$ cat src/design/motion_state_pkg.sv
// Package for the positioner state sequencer: states, widths, codes.
// Assumes a single synchronous clock domain; no bus, plain ports.
package motion_state_pkg;
  localparam int POS_W = 16;
  localparam int SEC_W = 11;
  localparam logic [SEC_W-1:0] SEC_DISABLED = 11'h400;
  localparam logic [POS_W-1:0] POS_RESET = 16'h0000;
  localparam logic [SEC_W-1:0] SEC_RESET = 11'h400;
  localparam logic [7:0] VEL_RESET = 8'h00;

  typedef enum logic [3:0] {
    ST_STANDBY = 4'h0,
    ST_STOPPED = 4'h1,
    ST_GOTO = 4'h2,
    ST_DUAL = 4'h3,
    ST_DECEL = 4'h4,
    ST_FORCED = 4'h5,
    ST_UNDERV = 4'h6,
    ST_SHUTDOWN = 4'h7,
    ST_SLEEP = 4'h8
  } op_state_e;

  // One-cycle command strobes decoded by the frame layer
  typedef struct packed {
    logic any_cmd;
    logic read_status;
    logic write_target;
    logic go_safe_position;
    logic dual_move;
    logic decelerating_stop;
    logic forced_stop;
    logic sleep_cmd;
    logic write_motor_params;
    logic assign_ids;
  } cmd_s;

  typedef struct packed {
    logic [7:0] vmax;
    logic [7:0] vmin;
    logic accel_shape_select;
  } motion_par_s;

  typedef struct packed {
    logic bus_timeout;
    logic thermal_shutdown;
    logic electrical_defect;
    logic undervoltage_level_two;
    logic phys_fault;
    logic motion_done;
  } event_s;
endpackage

$ cat src/design/motion_state_priority_encoder.sv
// Operating-state sequencer of the positioner, one state active at a time.
// Assumes command strobes are one-cycle and synchronous to ref_clk_i.
`timescale 1ns/1ps
module motion_state_priority_encoder
  import motion_state_pkg::*;
(
  input wire logic ref_clk_i,
  input wire logic arst_n_i,
  input wire cmd_s cmd_i,
  input wire logic [POS_W-1:0] cmd_target_i,
  input wire logic [SEC_W-1:0] cmd_secure_i,
  input wire logic cmd_secure_valid_i,
  input wire motion_par_s ram_par_i,
  input wire motion_par_s dual_par_i,
  input wire logic [1:0] dual_par_given_i,
  input wire event_s evt_i,
  input wire logic [POS_W-1:0] actual_pos_i,
  input wire logic sleep_permit_i,
  output op_state_e state_o,
  output logic [POS_W-1:0] target_pos_o,
  output motion_par_s active_par_o,
  output motion_par_s status_par_o,
  output logic sleep_flag_o,
  output logic stop_flag_o,
  output logic secure_en_o,
  output logic bridge_fault_flag_o,
  output logic thermal_flag_o,
  output logic step_loss_o,
  output logic bridges_hiz_o,
  output logic hold_current_o,
  output logic assign_ids_o,
  output logic wake_reset_o
);
  op_state_e state_r, state_nxt;
  logic [POS_W-1:0] target_r, target_nxt;
  logic [SEC_W-1:0] secure_r, secure_nxt;
  motion_par_s dual_r, dual_nxt, status_r, status_nxt;
  logic dual_shape_r, dual_shape_nxt;
  logic sleep_r, sleep_nxt, stop_r, stop_nxt;
  logic pend_sec_r, pend_sec_nxt;
  logic hs_r, hs_nxt, tsd_r, tsd_nxt, sl_r, sl_nxt;
  logic read_r, read_nxt, ids_r, ids_nxt, wake_r, wake_nxt;
  logic sec_en, sleep_req, sec_match;

  function automatic logic is_moving(input op_state_e s);
    return (s == ST_GOTO) || (s == ST_DUAL);
  endfunction

  assign sec_en = (secure_r != SEC_DISABLED);
  assign sleep_req = cmd_i.sleep_cmd | evt_i.bus_timeout;
  assign sec_match = (actual_pos_i[SEC_W-1:0] == secure_r);

  always_comb begin
    state_nxt = state_r;
    target_nxt = target_r;
    secure_nxt = secure_r;
    dual_nxt = dual_r;
    dual_shape_nxt = dual_shape_r;
    status_nxt = ram_par_i;
    sleep_nxt = sleep_r;
    stop_nxt = stop_r;
    pend_sec_nxt = pend_sec_r;
    hs_nxt = hs_r | evt_i.electrical_defect;
    tsd_nxt = tsd_r | evt_i.thermal_shutdown;
    sl_nxt = sl_r;
    read_nxt = read_r;
    ids_nxt = 1'b0;
    wake_nxt = 1'b0;
    if (cmd_i.any_cmd && !sleep_req) begin
      sleep_nxt = 1'b0;
      pend_sec_nxt = 1'b0;
    end
    if (sleep_req) begin
      sleep_nxt = 1'b1;
    end
    if (cmd_i.read_status) begin
      read_nxt = 1'b1;
      sl_nxt = 1'b0;
    end
    // Clear only after a read, and the set path still wins
    if (read_r && !evt_i.phys_fault) begin
      if (!evt_i.electrical_defect) hs_nxt = 1'b0;
      if (!evt_i.thermal_shutdown) tsd_nxt = 1'b0;
      read_nxt = 1'b0;
    end
    if (cmd_secure_valid_i) begin
      secure_nxt = cmd_secure_i;
    end
    if (cmd_i.assign_ids && state_r != ST_SLEEP) begin
      ids_nxt = 1'b1;
    end
    if (state_r == ST_STOPPED) begin
      stop_nxt = 1'b0;
    end
    unique case (state_r)
      ST_STANDBY: begin
        if (evt_i.electrical_defect || evt_i.thermal_shutdown) begin
          state_nxt = ST_SHUTDOWN;
        end else if (sleep_req) begin
          state_nxt = ST_SLEEP;
        end else if (cmd_i.any_cmd) begin
          state_nxt = ST_STOPPED;
        end
      end
      ST_STOPPED: begin
        if (evt_i.electrical_defect || evt_i.thermal_shutdown) begin
          state_nxt = ST_SHUTDOWN;
          target_nxt = actual_pos_i;
        end else if (evt_i.undervoltage_level_two) begin
          state_nxt = ST_UNDERV;
        end else if (cmd_i.dual_move) begin
          state_nxt = ST_DUAL;
          dual_nxt.vmax = dual_par_given_i[0] ? dual_par_i.vmax
                                                : ram_par_i.vmax;
          dual_nxt.vmin = dual_par_given_i[1] ? dual_par_i.vmin
                                                : ram_par_i.vmin;
          dual_nxt.accel_shape_select = ram_par_i.accel_shape_select;
          dual_shape_nxt = 1'b0;
        end else if (sleep_r && !cmd_i.any_cmd) begin
          if (!sec_en || sec_match || stop_r) begin
            if (sleep_permit_i) begin
              state_nxt = ST_SLEEP;
            end
          end else begin
            state_nxt = ST_GOTO;
            target_nxt = {{(POS_W-SEC_W){secure_r[SEC_W-1]}}, secure_r};
          end
        end else if (cmd_i.go_safe_position && sec_en) begin
          target_nxt = {{(POS_W-SEC_W){secure_r[SEC_W-1]}}, secure_r};
          state_nxt = ST_GOTO;
        end else if (cmd_i.write_target) begin
          target_nxt = cmd_target_i;
          state_nxt = ST_GOTO;
        end else if (actual_pos_i != target_r) begin
          state_nxt = ST_GOTO;
        end
      end
      ST_GOTO, ST_DUAL: begin
        if (evt_i.electrical_defect || cmd_i.forced_stop) begin
          state_nxt = ST_FORCED;
          sl_nxt = evt_i.electrical_defect | sl_r;
        end else if (evt_i.undervoltage_level_two) begin
          state_nxt = (state_r == ST_DUAL) ? ST_FORCED : ST_UNDERV;
        end else if (evt_i.thermal_shutdown || cmd_i.decelerating_stop) begin
          state_nxt = ST_DECEL;
        end else if (sleep_req && state_r == ST_GOTO) begin
          if (sec_en) begin
            target_nxt = {{(POS_W-SEC_W){secure_r[SEC_W-1]}}, secure_r};
          end else begin
            state_nxt = ST_DECEL;
          end
        end else if (sleep_req && sec_en) begin
          pend_sec_nxt = 1'b1;
        end else if (evt_i.motion_done) begin
          if (state_r == ST_DUAL && !dual_shape_r) begin
            dual_shape_nxt = 1'b1;
          end else begin
            state_nxt = ST_STOPPED;
            if (pend_sec_r) begin
              target_nxt = {{(POS_W-SEC_W){secure_r[SEC_W-1]}}, secure_r};
              pend_sec_nxt = 1'b0;
            end
          end
        end else if (state_r == ST_GOTO) begin
          if (cmd_i.write_target) target_nxt = cmd_target_i;
          else if (cmd_i.go_safe_position && sec_en) begin
            target_nxt = {{(POS_W-SEC_W){secure_r[SEC_W-1]}}, secure_r};
          end
        end
      end
      ST_DECEL, ST_FORCED, ST_UNDERV: begin
        if (state_r == ST_DECEL && (evt_i.electrical_defect ||
                                    cmd_i.forced_stop)) begin
          state_nxt = ST_FORCED;
          sl_nxt = evt_i.electrical_defect | sl_r;
        end else if (state_r == ST_DECEL &&
                     evt_i.undervoltage_level_two) begin
          state_nxt = ST_UNDERV;
        end else if (evt_i.motion_done) begin
          state_nxt = ST_STOPPED;
          target_nxt = actual_pos_i;
          stop_nxt = (state_r != ST_UNDERV);
        end
      end
      ST_SHUTDOWN: begin
        if (evt_i.bus_timeout) begin
          state_nxt = ST_SLEEP;
        end else if (cmd_i.read_status && !hs_r && !tsd_r &&
                     !evt_i.phys_fault && !evt_i.electrical_defect &&
                     !evt_i.thermal_shutdown) begin
          state_nxt = ST_STOPPED;
        end
      end
      ST_SLEEP: begin
        if (cmd_i.any_cmd) begin
          wake_nxt = 1'b1;
        end
      end
      default: state_nxt = ST_STANDBY;
    endcase
  end

  always_ff @(posedge ref_clk_i or negedge arst_n_i) begin
    if (!arst_n_i) begin
      state_r <= ST_STANDBY;
      target_r <= POS_RESET;
      secure_r <= SEC_RESET;
      dual_r <= '0;
      dual_shape_r <= 1'b0;
      status_r <= '0;
      sleep_r <= 1'b0;
      stop_r <= 1'b0;
      pend_sec_r <= 1'b0;
      hs_r <= 1'b0;
      tsd_r <= 1'b0;
      sl_r <= 1'b0;
      read_r <= 1'b0;
      ids_r <= 1'b0;
      wake_r <= 1'b0;
    end else if (wake_r) begin
      // Wake is a full restart of all state, same as power-on
      state_r <= ST_STANDBY;
      target_r <= POS_RESET;
      secure_r <= SEC_RESET;
      dual_r <= '0;
      dual_shape_r <= 1'b0;
      status_r <= '0;
      sleep_r <= 1'b0;
      stop_r <= 1'b0;
      pend_sec_r <= 1'b0;
      hs_r <= 1'b0;
      tsd_r <= 1'b0;
      sl_r <= 1'b0;
      read_r <= 1'b0;
      ids_r <= 1'b0;
      wake_r <= 1'b0;
    end else begin
      state_r <= state_nxt;
      target_r <= target_nxt;
      secure_r <= secure_nxt;
      dual_r <= dual_nxt;
      dual_shape_r <= dual_shape_nxt;
      status_r <= status_nxt;
      sleep_r <= sleep_nxt;
      stop_r <= stop_nxt;
      pend_sec_r <= pend_sec_nxt;
      hs_r <= hs_nxt;
      tsd_r <= tsd_nxt;
      sl_r <= sl_nxt;
      read_r <= read_nxt;
      ids_r <= ids_nxt;
      wake_r <= wake_nxt;
    end
  end

  motion_par_s act_par_r;
  logic sec_en_r, hiz_r, hold_r;
  always_ff @(posedge ref_clk_i or negedge arst_n_i) begin
    if (!arst_n_i) begin
      act_par_r <= '0;
      sec_en_r <= 1'b0;
      hiz_r <= 1'b1;
      hold_r <= 1'b0;
    end else begin
      act_par_r <= wake_r ? '0 : (state_nxt == ST_DUAL) ?
        {dual_nxt.vmax, dual_nxt.vmin,
         dual_shape_nxt | dual_nxt.accel_shape_select} : ram_par_i;
      sec_en_r <= !wake_r && (secure_nxt != SEC_DISABLED);
      hiz_r <= (state_nxt == ST_SHUTDOWN) || (state_nxt == ST_SLEEP) ||
               (state_nxt == ST_STANDBY);
      hold_r <= (state_nxt == ST_STOPPED);
    end
  end

  assign state_o = state_r;
  assign target_pos_o = target_r;
  assign active_par_o = act_par_r;
  assign status_par_o = status_r;
  assign sleep_flag_o = sleep_r;
  assign stop_flag_o = stop_r;
  assign secure_en_o = sec_en_r;
  assign bridge_fault_flag_o = hs_r;
  assign thermal_flag_o = tsd_r;
  assign step_loss_o = sl_r;
  assign bridges_hiz_o = hiz_r;
  assign hold_current_o = hold_r;
  assign assign_ids_o = ids_r;
  assign wake_reset_o = wake_r;

  chk_stop_clear: assert property (@(posedge ref_clk_i) disable iff (!arst_n_i)
    (state_r == ST_STOPPED && !wake_r) |=> !stop_r)
    else $error("stop flag not cleared in stopped");
  chk_stop_set: assert property (@(posedge ref_clk_i) disable iff (!arst_n_i)
    ($past(state_r) inside {ST_DECEL, ST_FORCED} &&
      state_r == ST_STOPPED) |-> stop_r)
    else $error("stop flag not set after stop");
  chk_secure_en: assert property (@(posedge ref_clk_i) disable iff (!arst_n_i)
    ##1 (sec_en_r == (secure_r != SEC_DISABLED)))
    else $error("secure enable mismatch");
  chk_sleep_set: assert property (@(posedge ref_clk_i) disable iff (!arst_n_i)
    (sleep_req && !wake_r) |=> sleep_r)
    else $error("sleep flag not set");
  chk_no_sleep: assert property (@(posedge ref_clk_i) disable iff (!arst_n_i)
    (state_r == ST_STOPPED && !sleep_permit_i) |=> state_r != ST_SLEEP)
    else $error("sleep entered without permit");
  chk_shut_hold: assert property (@(posedge ref_clk_i) disable iff (!arst_n_i)
    (state_r == ST_SHUTDOWN && (hs_r || tsd_r) && !wake_r)
      |=> state_r inside {ST_SHUTDOWN, ST_SLEEP})
    else $error("shutdown left with flags set");
  chk_goto_nosleep: assert property (@(posedge ref_clk_i) disable iff (!arst_n_i)
    (state_r == ST_GOTO) |=> state_r != ST_SLEEP)
    else $error("direct sleep from move");
  chk_ids_state: assert property (@(posedge ref_clk_i) disable iff (!arst_n_i)
    (state_r == ST_SLEEP && !wake_r) |=> !ids_r)
    else $error("ids decoded in sleep");
  chk_wake_reset: assert property (@(posedge ref_clk_i) disable iff (!arst_n_i)
    wake_r |=> (state_r == ST_STANDBY && !sleep_r && !hs_r))
    else $error("wake not like reset");
  chk_stop_target: assert property (@(posedge ref_clk_i) disable iff (!arst_n_i)
    ($past(state_r) inside {ST_DECEL, ST_FORCED} &&
      state_r == ST_STOPPED)
      |-> target_r == $past(actual_pos_i))
    else $error("target not copied on stop");
endmodule // motion_state_priority_encoder

$ cat config.mk
export PLATFORM = sky130hd
export DESIGN_NAME = motion_state_priority_encoder
export DESIGN_NICKNAME = d
export VERILOG_FILES = /design/src/design/motion_state_pkg.sv /design/src/design/motion_state_priority_encoder.sv
export SDC_FILE = /design/constraint.sdc
export NUM_CORES = 1
export LEC_CHECK = 0
export CAP_MARGIN = 20
export CORE_ASPECT_RATIO = 1.2
export CORE_MARGIN = 2
export CORE_UTILIZATION = 55
export CTS_CLUSTER_DIAMETER = 50
export DETAILED_ROUTE_END_ITERATION = 7
export DONT_BUFFER_PORTS = 1
export HOLD_SLACK_MARGIN = 0.15
export PLACE_DENSITY = 0.82
export SLEW_MARGIN = 0
export SYNTH_ARGS = -nofsm -noshare
export SYNTH_HDL_FRONTEND = slang
export SYNTH_SLANG_ARGS = --single-unit
$ cat constraint.sdc
create_clock -name ref_clk_i -period 3.1 [get_ports ref_clk_i]
set_input_delay 0.465 -clock ref_clk_i [delete_from_list [all_inputs] [get_ports ref_clk_i]]
set_output_delay 0.465 -clock ref_clk_i [all_outputs]
set_load 0.005 [all_outputs]
==> impl_metrics.ini <==
[clocking]
cts_tree = done
post_cts.repair.setup_buffers = 0
root_buffer = clkbuf_16
numCtsBuffers = 9
ctsHtreeMaxLevel = 3
clock-sinks = 95
clkLatencyLatePin_ps = 340
cts.clk_slew.worst_paths_ps = 70
clockBufferDepth = 2

[detailed_routing]
drtIter0Drc = 275
viasPerCell = 6.52
drt-pass1-iter-count = 5
drc = 0
num_vias = 4456
wl_mm = 14.2
wl_per_cell_um = 20.8
final_antenna_net_count = 0

[grt]
grt_pass1_wl_mm = 22.3
antenna_found_initial = 0
grtUsageMet1_pct = 30.7
busiest_layer = met2
grt_pass1_vias = 4582
grt.total_usage_pct = 26.7
grt_use_met3_pct = 7.66
grt-ovfl-total = 0
grt_util_met2_pct = 45.7
grt_max_degree = 96

[power_and_ir_drop]
power.total_uw = 5390
powerDensity_nw_per_um2 = 910
vdd_drop_max_v = 0.000448
p_leak_uw = 0.00245

[critical_path]
cp_data_arrival_time_ps = 3140
crit_fanout = 16
r2r_slack_ps = 180
r2r_start = secure_r[3]$_DFF_PN0_
r2r_end = active_par_o[2]$_DFF_PN0_
critPathCaptureType = register
startpoint_type = register
worstSetupPathType = reg2reg
critPathRequiredTime_ps = 3320
r2r_cells = 8

[yosys]
synthCells = 561
yosys.area_share.xor_xnor_pct = 4.50
ys_async_sr_fraction_pct = 100
synth_top_area_cell = dfrtp_1
synth_most_common_cell = nor2_1
synth-edff-count = 0
yosysWarnings = 0
seq_area_frac_synth_pct = 43.6
synth_ff_type = dfrtp_1
yosysUniqueCellTypes = 63
synth_mux_area_share_pct = 13.9
ys_ff_latch = 95
syn-num-nets = 660
yosys-top-cells-count = nor2_1, dfrtp_1, mux2i_1, a21oi_1, a211oi_1
synth.avg_cell_area_um2 = 9.72
syn_area_um2 = 5450
synth_top_area_share_pct = 42.7
synth_top_family_by_area = simple AND/OR/NAND/NOR gates
synth_area_leaders = dfrtp_1, mux2i_1, nor2_1, a211oi_1, a21oi_1
synth-compound-area-share_pct = 15.9
synth_fa_ha_area_share_pct = 0
synthSimpleGateAreaFrac_pct = 18.7

[sta]
timing.fmax_mhz = 343
timing_max_transition_violations_final = 0
min_period_over_period_pct = 94.2
period_needed_ps = 2920
fin_setup_tns_ps = 0
worst_pin_slew_ps = 1070
holdWs_ps = 240
hold_violations = 0
fin_worst_skew_ps = 8.17
final-setup-viol-count = 0
rsz0062_at_grt = false
max_slew_margin_pct = 28.6

[floorplanning]
die_area_um2 = 10700
die_w_um = 94.9
rows = 39
fp.dieH_um = 113
fp.coreArea_um2 = 9560
initial_core_util_pct = 57.0
ios = 163

[cells_and_area]
post-route-util_pct = 61.9
nets = 654
drive_gt1_share_pct = 12.7
area_growth_pct = 8.58
fillerInstances = 775
antenna_cells = 0

[hold_path]
hold_class = in2reg
whs_endpoint = assign_ids_o$_DFF_PN0_
hold_depth = 2
hp-start = cmd_i[0]

[run_status]
outcome = finished clean

[placement]
gp_congestion = 0.902
dp_hpwl_mm = 10.1
portBuffers = 0

[flow_run]
drv_cap = 0
## sequential cells by signal, indices dropped and copies added, names as in the netlist
signal,cells
dual_r,17
step_loss_o,1
stop_flag_o,1
state_o,4
status_par_o,17
pend_sec_r,1
bridge_fault_flag_o,1
thermal_flag_o,1
read_r,1
assign_ids_o,1
dual_shape_r,1
secure_en_o,1
hold_current_o,1
sleep_flag_o,1
active_par_o,17
bridges_hiz_o,1
wake_reset_o,1
secure_r,11
target_pos_o,16
## through the flow
stage / worst slack (ps) / instances / instance area [um^2]
CTS: 176 / 682 / 5910
global placement: 252 / 664 / 5590
floorplan: 138 / 561 / 5450
detailed placement: 190 / 664 / 5590
global route: 89.3 / 683 / 5920
finish: 180 / 683 / 5920
## how the worst max path moves through the flow
| stage | start | end | slack, ps | cells past startpoint |
|---|---|---|---|---|
| 2_1_floorplan | secure_r[10]$_DFF_PN1_ | active_par_o[10]$_DFF_PN0_ | 140 | 9 |
| 3_3_place_gp | secure_r[3]$_DFF_PN0_ | active_par_o[16]$_DFF_PN0_ | 250 | 8 |
| 3_5_place_dp | secure_r[3]$_DFF_PN0_ | active_par_o[3]$_DFF_PN0_ | 190 | 8 |
| 4_1_cts | secure_r[3]$_DFF_PN0_ | active_par_o[2]$_DFF_PN0_ | 180 | 8 |
| 5_1_grt | secure_r[3]$_DFF_PN0_ | active_par_o[7]$_DFF_PN0_ | 90 | 8 |
| 6_report | secure_r[3]$_DFF_PN0_ | active_par_o[2]$_DFF_PN0_ | 180 | 8 |
## kinds of logic (layout without fill, tap and decap cells)
group           Yosys count  count (layout)
compound gates          124             124
xor+xnor                 28              28
simple gates            202             202
flops                    95              95
buf+inv                  42              41
mux                      70              70
## report_power, final
part           total (uW)  switching, uW  internal (uW)
clock                1060            486            572
sequential           2000            344           1660
combinational        2330           1290           1040
## placed cells by master, fill, tap and decap left out, types with 3 or more instances in the layout
cell,netlist,layout
inv_1,6,6
xor2_1,11,11
mux2_4,10,10
a21oi_1,38,38
nor3b_1,4,4
o21ai_0,14,14
buf_4,1,16
clkbuf_16,0,9
nand2b_1,8,8
or3_1,3,3
dfrtp_1,93,92
o211ai_1,3,3
a221oi_1,9,9
nor2_2,1,3
a32oi_1,4,4
nand3_1,5,5
nand2_1,18,18
xnor2_1,17,17
nor4b_1,4,4
a211oi_1,26,26
nor2_1,95,93
nor2b_1,18,18
mux2i_1,53,53
nand4_1,7,7
a31oi_1,4,4
or2_2,3,3
mux2_2,7,7
a2111oi_0,5,5
nor3_1,13,13
nor4_1,8,7
## timing repair
| action | 4_1_cts | 5_1_grt |
|---|---|---|
| hold buffers | 2 | 0 |
| resized for setup | 0 | 0 |
| endpoints found under the hold margin | 95 | 0 |
## layout make-up
class / instances / area [um^2] / share of cell area (%)
Multi-Input combinational cell: 424 / 2900 / 49.0
Clock inverter: 5 / 41.3 / 0.697
Inverter: 6 / 22.5 / 0.380
Sequential cell: 95 / 2380 / 40.2
Clock buffer: 11 / 243 / 4.10
Timing Repair Buffer: 19 / 178 / 3.00
Tap cell: 123 / 154 / 2.60
## critical path, stage by stage, from the launching register on
cell and delay [ps]:
dfrtp_1 430, or4_4 600, nor3_4 260, o21ai_2 90
and2_4 170, o41a_4 480, nor3_4 210, buf_12 200
mux2_2 350
## layer usage
metal / vias to the layer above / wire length, um
met5: - / 0
met4: 0 / 413
met3: 31 / 1390
met2: 241 / 7040
met1: 2150 / 5350
li1: 2034 / -
(Power assumes the default switching activity.)
